<file path="config.mk">
export PLATFORM = sky130hd
export DESIGN_NAME = ifq_top
export DESIGN_NICKNAME = d
export VERILOG_FILES = /design/src/rtl/ifq_pkg.sv /design/src/rtl/ifq_top.sv
export SDC_FILE = /design/constraint.sdc
export NUM_CORES = 1
export LEC_CHECK = 0
export BUFFER_PORTS_ARGS = -buffer_cell sky130_fd_sc_hd__buf_2
export CELL_PAD_IN_SITES_DETAIL_PLACEMENT = 1
export CELL_PAD_IN_SITES_GLOBAL_PLACEMENT = 1
export CORE_UTILIZATION = 37
export DETAILED_ROUTE_END_ITERATION = 10
export PLACE_DENSITY_LB_ADDON = 0.1
export SYNTH_ARGS = -nofsm -noshare
export SYNTH_HDL_FRONTEND = slang
export SYNTH_SLANG_ARGS = --single-unit
</file>
<file path="constraint.sdc">
create_clock -name clk -period 3 [get_ports clk]
set_clock_uncertainty 0.2 [all_clocks]
set_input_delay 0.3 -clock clk [delete_from_list [all_inputs] [get_ports clk]]
set_output_delay 0.3 -clock clk [all_outputs]
set_load 0.01 [all_outputs]
</file>
<file path="src/rtl/ifq_pkg.sv">
// package: register map, field layout and reset values of the flag/queue block
package ifq_pkg;
	// ==========================================
	// register indices and byte addresses
	// ==========================================
	localparam logic [11:0] IDX_BASE = 12'h034; // init block base
	localparam logic [11:0] IDX_QSIZE = 12'h036; // queue sizes
	localparam logic [11:0] IDX_FLAGS = 12'h038; // interrupt flags
	localparam logic [11:0] IDX_MASK = 12'h03a; // interrupt mask
	localparam logic [11:0] IDX_TXMON = 12'h030; // tx monitor channel flags
	localparam logic [11:0] IDX_TPER = 12'h03c; // timer period
	localparam logic [11:0] IDX_TCTL = 12'h040; // timer restart
	localparam logic [11:0] ADDR_BASE = 12'h0d0;
	localparam logic [11:0] ADDR_QSIZE = 12'h0d8;
	localparam logic [11:0] ADDR_FLAGS = 12'h0e0;
	localparam logic [11:0] ADDR_MASK = 12'h0e8;
	localparam logic [11:0] ADDR_TXMON = 12'h0c0;
	localparam logic [11:0] ADDR_TPER = 12'h0f0;
	localparam logic [11:0] ADDR_TCTL = 12'h100;
	// ==========================================
	// reset values
	// ==========================================
	localparam logic [15:0] RST_BASE = 16'h0000;
	localparam logic [15:0] RST_QSIZE = 16'h0000;
	localparam logic [15:0] RST_FLAGS = 16'h0000;
	localparam logic [15:0] RST_MASK = 16'hffff;
	localparam logic [15:0] RST_TPER = 16'h0200;
	// ==========================================
	// field positions of the queue size register
	// ==========================================
	localparam int POS_CMD = 0; // 2 bits
	localparam int POS_MON = 2; // 3 bits
	localparam int POS_HDLC = 5; // 3 bits
	localparam int POS_TBSEL = 15;
	localparam logic [15:0] QSIZE_WMASK = 16'h80ff; // writable bits
	// ==========================================
	// flag bit positions
	// ==========================================
	localparam int NUM_FLAGS = 14;
	localparam int F_HDLC = 0;
	localparam int F_CIRX = 1;
	localparam int F_MRX = 2;
	localparam int F_MTX = 3;
	localparam int F_CQOV = 4;
	localparam int F_FIFO0 = 5; // warn/overload pairs: rx dma, tx dma, int ctrl
	localparam int F_TIM = 11;
	localparam int F_PRBS_RECOVERED_FLAG = 12;
	localparam int F_FAULT_COUNTER_OVERLOAD_FLAG = 13;
	// ==========================================
	// queue geometry
	// ==========================================
	localparam int HDLC_Q_STEP_SH = 7; // 128 words per step
	localparam int CMD_Q_STEP_SH = 6; // 64 words per step
	localparam logic [23:0] QUEUE_AREA_OFS = 24'h000100; // 256 bytes
	localparam logic [15:0] FAULT_LIMIT = 16'h00ff;
endpackage : ifq_pkg

</file>
<file path="src/rtl/ifq_top.sv">
// module: interrupt flag aggregation, mask, timer and queue layout with an apb slave
//
// Function
// - base register holds address bits 8..23
// - word address is upper 23 bits
// - hdlc queue 128*(n+1) words at base+256
// - monitor queue follows the hdlc queue
// - cmd/ind queue 64*(n+1) words follows both
// - time base from fsync or master clock
// - flag register read-only, cleared by read
// - unmasked set flag drives irq high
// - hdlc flag on tx or rx hdlc event
// - cmd/ind rx flag on rx event
// - monitor rx flag on monitor rx event
// - monitor tx flag, per-channel register too
// - overload flag when a circular queue fills
// - fifo warning flags at three quarters
// - dma fifo overload flags when full
// - flag when prbs sequence recovered
// - flag when fault counter reaches 00ff
// - mask bits 0..13, reset all ones
// - mask bit n hides flag n
// - timer flag at period end unless restarted
//
// The APB slave port was chosen for this implementation.
`timescale 1ns/100ps
`default_nettype none
module ifq_top
	import ifq_pkg::*;
#(
	parameter int FIFO_DEPTH = 32,
	parameter int LVL_W = $clog2(FIFO_DEPTH + 1)
) (
	input wire logic clk,
	input wire logic rst_n,
	// apb slave
	input wire logic psel,
	input wire logic penable,
	input wire logic pwrite,
	input wire logic [11:0] paddr,
	input wire logic [31:0] pwdata,
	output logic [31:0] prdata,
	output logic pready,
	output logic pslverr,
	// pins from outside the clock domain
	input wire logic fsync_pin,
	input wire logic mclk_pin,
	// event sources, same clock
	input wire logic hdlc_tx_event,
	input wire logic hdlc_rx_event,
	input wire logic cmd_ind_rx_event,
	input wire logic monitor_rx_event,
	input wire logic [15:0] tx_monitor_events,
	input wire logic [2:0] circ_queue_full,
	input wire logic [LVL_W-1:0] rx_fifo_level,
	input wire logic [LVL_W-1:0] tx_fifo_level,
	input wire logic [LVL_W-1:0] ic_fifo_level,
	input wire logic prbs_recovered,
	input wire logic [15:0] fault_count,
	// outputs
	output logic irq,
	output logic [22:0] init_block_word_addr,
	output logic [22:0] hdlc_queue_word_addr,
	output logic [22:0] monitor_queue_word_addr,
	output logic [22:0] cmd_ind_queue_word_addr,
	output logic [10:0] hdlc_queue_words,
	output logic [10:0] monitor_queue_words,
	output logic [8:0] cmd_ind_queue_words,
	output logic time_base_select
);
	// ==========================================
	// registers
	// ==========================================
	logic [15:0] segment_address_bits; // base register
	logic [15:0] qsize; // queue size register
	logic [NUM_FLAGS-1:0] flags; // interrupt flags
	logic [15:0] mask; // interrupt mask
	logic [15:0] tx_monitor_channel_flags; // per-channel tx monitor flags
	logic [15:0] timer_period; // timer period in ticks
	logic [15:0] rd_snap; // value captured in the last setup cycle, read or write
	logic [15:0] timer_cnt; // timer counter

	// ==========================================
	// apb decode
	// ==========================================
	wire setup_ph = psel & ~penable; // first cycle of a transfer
	wire access_ph = psel & penable; // completes this cycle
	wire hit_base = (paddr == ADDR_BASE);
	wire hit_qsize = (paddr == ADDR_QSIZE);
	wire hit_flags = (paddr == ADDR_FLAGS);
	wire hit_mask = (paddr == ADDR_MASK);
	wire hit_txmon = (paddr == ADDR_TXMON);
	wire hit_tper = (paddr == ADDR_TPER);
	wire hit_tctl = (paddr == ADDR_TCTL);
	wire hit_any = hit_base | hit_qsize | hit_flags | hit_mask | hit_txmon
		| hit_tper | hit_tctl;
	wire wr_en = access_ph & pwrite & hit_any;
	wire rd_flags = access_ph & ~pwrite & hit_flags; // clear-on-read
	wire rd_txmon = access_ph & ~pwrite & hit_txmon; // clear-on-read
	wire timer_restart = wr_en & hit_tctl & pwdata[0]; // restart strobe

	// no wait states; error on unmapped addresses
	assign pready = 1'b1;
	assign pslverr = access_ph & ~hit_any;

	// read mux, sampled in the setup cycle so data comes from a flop
	logic [15:0] next_rd;
	always_comb begin
		case (1'b1)
			hit_base: next_rd = segment_address_bits;
			hit_qsize: next_rd = qsize;
			hit_flags: next_rd = {{(16-NUM_FLAGS){1'b0}}, flags};
			hit_mask: next_rd = mask;
			hit_txmon: next_rd = tx_monitor_channel_flags;
			hit_tper: next_rd = timer_period;
			default: next_rd = 16'h0000; // restart register reads zero
		endcase
	end

	// snapshot of the read value; the later clear only drops bits in it
	always_ff @(posedge clk or negedge rst_n) begin
		if (!rst_n) begin
			rd_snap <= 16'h0000;
		end else if (setup_ph) begin
			rd_snap <= next_rd;
		end
	end
	assign prdata = {16'h0000, rd_snap};

	// ==========================================
	// writable registers
	// ==========================================
	always_ff @(posedge clk or negedge rst_n) begin
		if (!rst_n) begin
			segment_address_bits <= RST_BASE;
			qsize <= RST_QSIZE;
			mask <= RST_MASK;
			timer_period <= RST_TPER;
		end else if (wr_en) begin
			if (hit_base) begin
				segment_address_bits <= pwdata[15:0];
			end
			if (hit_qsize) begin
				qsize <= pwdata[15:0] & QSIZE_WMASK;
			end
			if (hit_mask) begin
				mask <= pwdata[15:0];
			end
			if (hit_tper) begin
				timer_period <= pwdata[15:0];
			end
		end
	end

	// ==========================================
	// pin synchronisers and time base
	// ==========================================
	logic [1:0] fs_sync; // fsync two-flop chain
	logic [1:0] mc_sync; // master clock two-flop chain
	logic fs_d; // delayed synced fsync
	logic mc_d; // delayed synced master clock
	always_ff @(posedge clk or negedge rst_n) begin
		if (!rst_n) begin
			fs_sync <= 2'b00;
			mc_sync <= 2'b00;
			fs_d <= 1'b0;
			mc_d <= 1'b0;
		end else begin
			fs_sync <= {fs_sync[0], fsync_pin};
			mc_sync <= {mc_sync[0], mclk_pin};
			fs_d <= fs_sync[1];
			mc_d <= mc_sync[1];
		end
	end
	wire fs_rise = fs_sync[1] & ~fs_d;
	wire mc_rise = mc_sync[1] & ~mc_d;
	assign time_base_select = qsize[POS_TBSEL];
	// the master clock must stay below half of clk to be seen edge by edge
	wire tick = time_base_select ? fs_rise : mc_rise;

	// ==========================================
	// timer
	// ==========================================
	// a period of zero is treated as one tick so the flag cannot stick
	wire timer_end = tick & (timer_cnt + 16'h0001 >= timer_period);
	always_ff @(posedge clk or negedge rst_n) begin
		if (!rst_n) begin
			timer_cnt <= 16'h0000;
		end else if (timer_restart) begin
			timer_cnt <= 16'h0000; // restart wins over a tick
		end else if (timer_end) begin
			timer_cnt <= 16'h0000;
		end else if (tick) begin
			timer_cnt <= timer_cnt + 16'h0001;
		end
	end
	wire timer_evt = timer_end & ~timer_restart;

	// ==========================================
	// fifo level watchers
	// ==========================================
	localparam logic [LVL_W-1:0] WARN_LVL = LVL_W'((FIFO_DEPTH * 3 + 3) / 4);
	localparam logic [LVL_W-1:0] FULL_LVL = LVL_W'(FIFO_DEPTH);
	logic [LVL_W-1:0] fifo_lvl [3];
	assign fifo_lvl[0] = rx_fifo_level;
	assign fifo_lvl[1] = tx_fifo_level;
	assign fifo_lvl[2] = ic_fifo_level;
	logic [2:0] warn_evt; // rising into three-quarter level
	logic [2:0] ovl_evt; // rising into full
	genvar gi;
	generate
		for (gi = 0; gi < 3; gi++) begin : g_fifo
			logic warn_d; // previous warning level
			logic full_d; // previous full level
			wire warn_now = (fifo_lvl[gi] >= WARN_LVL);
			wire full_now = (fifo_lvl[gi] >= FULL_LVL);
			always_ff @(posedge clk or negedge rst_n) begin
				if (!rst_n) begin
					warn_d <= 1'b0;
					full_d <= 1'b0;
				end else begin
					warn_d <= warn_now;
					full_d <= full_now;
				end
			end
			assign warn_evt[gi] = warn_now & ~warn_d;
			assign ovl_evt[gi] = full_now & ~full_d;
		end
	endgenerate

	// ==========================================
	// other event detectors
	// ==========================================
	logic [2:0] cq_d; // previous circular queue full levels
	logic fault_hit_d; // previous limit match
	always_ff @(posedge clk or negedge rst_n) begin
		if (!rst_n) begin
			cq_d <= 3'b000;
			fault_hit_d <= 1'b0;
		end else begin
			cq_d <= circ_queue_full;
			fault_hit_d <= (fault_count == FAULT_LIMIT);
		end
	end
	wire cq_evt = |(circ_queue_full & ~cq_d);
	wire fault_evt = (fault_count == FAULT_LIMIT) & ~fault_hit_d;

	// ==========================================
	// flag set vector
	// ==========================================
	logic [NUM_FLAGS-1:0] set_vec;
	always_comb begin
		set_vec = '0;
		set_vec[F_HDLC] = hdlc_tx_event | hdlc_rx_event;
		set_vec[F_CIRX] = cmd_ind_rx_event;
		set_vec[F_MRX] = monitor_rx_event;
		set_vec[F_MTX] = |tx_monitor_events;
		set_vec[F_CQOV] = cq_evt;
		set_vec[F_FIFO0] = warn_evt[0];
		set_vec[F_FIFO0+1] = ovl_evt[0];
		set_vec[F_FIFO0+2] = warn_evt[1];
		set_vec[F_FIFO0+3] = ovl_evt[1];
		set_vec[F_FIFO0+4] = warn_evt[2];
		set_vec[F_FIFO0+5] = ovl_evt[2];
		set_vec[F_TIM] = timer_evt;
		set_vec[F_PRBS_RECOVERED_FLAG] = prbs_recovered;
		set_vec[F_FAULT_COUNTER_OVERLOAD_FLAG] = fault_evt;
	end

	// ==========================================
	// flag registers, clear-on-read, set wins
	// ==========================================
	// only the bits handed out are cleared, so an event that lands
	// between setup and access is kept for the next read
	wire [NUM_FLAGS-1:0] flag_clr = rd_flags ? rd_snap[NUM_FLAGS-1:0] : '0;
	wire [15:0] txmon_clr = rd_txmon ? rd_snap : 16'h0000;
	always_ff @(posedge clk or negedge rst_n) begin
		if (!rst_n) begin
			flags <= RST_FLAGS[NUM_FLAGS-1:0];
			tx_monitor_channel_flags <= 16'h0000;
		end else begin
			flags <= set_vec | (flags & ~flag_clr);
			tx_monitor_channel_flags <= tx_monitor_events
				| (tx_monitor_channel_flags & ~txmon_clr);
		end
	end

	// ==========================================
	// interrupt output
	// ==========================================
	// registered so the pin is glitch free; follows flags by one cycle
	always_ff @(posedge clk or negedge rst_n) begin
		if (!rst_n) begin
			irq <= 1'b0;
		end else begin
			irq <= |(flags & ~mask[NUM_FLAGS-1:0]);
		end
	end

	// ==========================================
	// queue layout
	// ==========================================
	wire [2:0] hs = qsize[POS_HDLC +: 3];
	wire [2:0] ms = qsize[POS_MON +: 3];
	wire [1:0] cs = qsize[POS_CMD +: 2];
	wire [10:0] next_hdlc_words = 11'({1'b0, hs} + 4'h1) << HDLC_Q_STEP_SH;
	wire [10:0] next_mon_words = 11'({1'b0, ms} + 4'h1) << HDLC_Q_STEP_SH;
	wire [8:0] next_cmd_words = 9'({1'b0, cs} + 3'h1) << CMD_Q_STEP_SH;
	// byte addresses; low byte of the base is always zero
	wire [23:0] init_block_base_address = {segment_address_bits, 8'h00};
	wire [23:0] hdlc_b = init_block_base_address + QUEUE_AREA_OFS;
	wire [23:0] mon_b = hdlc_b + {12'h000, next_hdlc_words, 1'b0};
	wire [23:0] cmd_b = mon_b + {12'h000, next_mon_words, 1'b0};
	always_ff @(posedge clk or negedge rst_n) begin
		if (!rst_n) begin
			init_block_word_addr <= '0;
			hdlc_queue_word_addr <= '0;
			monitor_queue_word_addr <= '0;
			cmd_ind_queue_word_addr <= '0;
			hdlc_queue_words <= '0;
			monitor_queue_words <= '0;
			cmd_ind_queue_words <= '0;
		end else begin
			init_block_word_addr <= init_block_base_address[23:1];
			hdlc_queue_word_addr <= hdlc_b[23:1];
			monitor_queue_word_addr <= mon_b[23:1];
			cmd_ind_queue_word_addr <= cmd_b[23:1];
			hdlc_queue_words <= next_hdlc_words;
			monitor_queue_words <= next_mon_words;
			cmd_ind_queue_words <= next_cmd_words;
		end
	end
endmodule : ifq_top
`default_nettype wire

</file>
==> flow_summary.ini <==
[floorplanning]
start_util = 0.378
row_count = 61
core_area_sq_mm = 0.0279
io_pins = 268
dieWidth_um = 171
dieArea_sq_mm = 0.0291
die_h_um = 171

[timing]
final.setup.worst_slack_ps = -221
maxSlewViolCount = 0
relSlewSlack = 0.189
finalCriticalPeriod_ps = 3220
worst_pin_slew_ps = 1210
hold_slack_ps = 80.4
fin_crit_sh = 1.07
fmax_ghz = 0.310
setup_violations = 24
rsz0062_at_grt = true
hold_viol_final = 0

[finish]
finalCoreUtilization = 0.520
fill_cells = 3111
nets = 1481
fin_area_sq_mm = 0.0145
drive_above_1_share = 0.399
syn_to_final_growth_pct = 37.5

[clock_network]
clk_pin_slew_ps = 60
h-tree-depth = 1
clock_sinks = 211
clkLatencyLatePin_ps = 530
cts_max_path_buffers = 3
cts_buffers = 24
root_buffer = clkbuf_16
cts_tree = built

[yosys]
synth_area_sq_mm = 0.0105
synth-edff-count = 0
ys_types = 88
synth-seq-cells = 211
ys.warnings.count = 0
seq_area_frac_synth = 0.503
syn_avg_cell_area_sq_um = 10.7
synth_ff_type = dfrtp_1
ys_async_sr_fraction = 1.00
synthCells = 982

[placed_design]
place_ws_ps = -416
dpl-instance-area_sq_mm = 0.0123
place_hpwl_um = 23700
globalplace.congestion = 0.869
portBuffers = 177

[worst_setup_path]
cp-start-kind = flip-flop
crit_start = segment_address_bits[0]
cp-end-kind = flip-flop
worst_ep_required_time_ps = 3230
path_max_fanout = 5
reg2reg_from = segment_address_bits[0]
worstSetupPathType = reg -> reg
arrival_ps = 3450

[outcome]
status = complete, but fails checks
violations = setup timing

[pwr]
totalPowerFinal_mw = 6.13
irDropWorstVdd_mv = 0.322
powerDensity_mw_per_mm2 = 423
p_leak_nw = 6.93

[drt]
wl_per_cell_um = 18.4
wl_um = 32000
dr.pass1.iters = 4
vias_per_cell = 4.87
drtAntennaViolNets = 0
drtIter0Drc = 324
dr_total_vias = 8458
drc_errors = 0

[grt]
grt_usage = 0.221
grt_pass1_vias = 8826
antenna_found_initial = 1
grt-ovfl-total = 0
grt_max_degree = 65
grt_first_pass_wirelength_um = 49300

[run]
drv_cap = 0

[worst_hold_path]
hold_class = in -> reg
hp-start = fault_count[11]
-- state kept, by name (all words and copies together) (netlist names) --
signal,count
monitor_queue_words,4
segment_address_bits,16
qsize,9
init_block_word_addr,16
g_fifo.warn_d,3
monitor_queue_word_addr,16
cmd_ind_queue_words,3
hdlc_queue_words,4
timer_period,16
fs_sync,2
g_fifo.full_d,3
rd_snap,16
fs_d,1
timer_cnt,16
cmd_ind_queue_word_addr,16
fault_hit_d,1
flags,14
mask,16
irq,1
mc_d,1
tx_monitor_channel_flags,16
hdlc_queue_word_addr,16
mc_sync,2
cq_d,3
-- layer usage --
metal  GRT usage  vias to the layer above  share of wire
li1            -                     3976              -
met1       0.291                     4207           0.44
met2       0.389                      244           0.50
met3      0.0287                       31          0.053
met4      0.0396                        0          0.013
met5           0                        -              0
-- cells by family (layout without fill, tap and decap cells) --
kind of cell / after synthesis / after routing / share of synthesized area
xor+xnor: 49 / 49 / 0.0465
other cells: 2 / 66 / 0.000713
mux: 53 / 53 / 0.0556
compound gates: 189 / 191 / 0.123
fa+ha+maj: 31 / 31 / 0.0383
buf+inv: 160 / 472 / 0.0871
flops: 211 / 211 / 0.503
simple gates: 287 / 287 / 0.145
-- report_power, final --
group,total [mW],leakage (nW),switching (mW),internal [mW]
clock network,2.83,0.376,1.21,1.63
registers,2.87,2.52,0.00896,2.87
logic,0.421,4.03,0.246,0.175
-- worst paths after layout --
| path | endpoint | slack, ps | cells past startpoint |
|---|---|---|---|
| worst max-delay path | cmd_ind_queue_word_addr[19] | -220 | 11 |
| worst min-delay path | flags[13] | 80 | 5 |
| worst max register to register | cmd_ind_queue_word_addr[19] | -220 | 11 |
| worst min register to register | fs_sync[1] | 150 | 0 |
| max in group asynchronous | monitor_queue_word_addr[21] | 1710 | 3 |
| min in group asynchronous | cmd_ind_queue_word_addr[10] | 90 | 2 |
-- placed cells by master (no fill, tap or decap), types with 9 or more instances in the layout --
master and instances:
nand2b_1 9, nor2_1 22, buf_2 176, a21oi_1 25
nand3_1 14, inv_1 54, buf_6 14, dfrtp_1 191
xnor2_1 20, dfstp_2 17, nand4_1 10, xnor2_2 13
buf_4 120, nand2_2 11, conb_1 65, o21ai_0 45
clkbuf_16 24, dlygate4sd3_1 55, nand2_1 120, ha_1 23
a21o_1 33, mux2_2 44, mux2i_1 9
-- cells in the mapped netlist, drive strengths merged, types with 9 or more instances --
cell type	count	area, sq um
nand2b	15	93.8
mux2	44	495
a21oi	35	186
dfrtp	194	4850
ha	29	363
o21ai	51	255
nand2	132	500
xnor2	35	367
nand4	12	105
dfstp	17	447
nor3	13	91.3
and2	11	71.3
a21o	34	257
mux2i	9	90.1
clkbuf	26	128
nor2	31	116
nor4	9	71.3
inv	57	214
nand3	23	138
buf	76	564
xor2	14	123
-- cell type report --
type / count / area, sq um / share of cell area
multi-input cells: 676 / 5110 / 0.353
diodes: 1 / 2.50 / 0.000173
clock buffers: 36 / 706 / 0.0487
flip-flops and latches: 211 / 5310 / 0.366
well taps: 378 / 473 / 0.0327
repair buffers: 371 / 2600 / 0.180
inverters: 57 / 219 / 0.0151
clock inverters: 8 / 53.8 / 0.00372
-- metrics by stage --
step / setup TNS (ps) / cells
global placement: -5230 / 1606
floorplan: -1490 / 1045
global route: -6870 / 1737
detailed placement: -7440 / 1606
CTS: -1260 / 1725
finish: -2470 / 1738
-- repair_timing --
action                                  in CTS  in global routing
endpoints found under the hold margin      236                  0
hold buffers                                55                  0
setup buffers                               18                 12
pin swaps                                   35                 37
resized for setup                           60                 63
endpoints found under the setup margin      30                 31
gates cloned                                 2                  0
-- worst max-delay path, cell delays in order (launching register included) --
cell	delay, ps
dfrtp_2	450
ha_4	270
fa_2	390
a21o_4	220
a21oi_4	170
mux2i_1	100
a211o_1	270
a222oi_1	350
buf_4	180
and4b_2	260
nand4_1	120
xnor2_2	130
No activity file was read; power rests on OpenSTA's default activity.
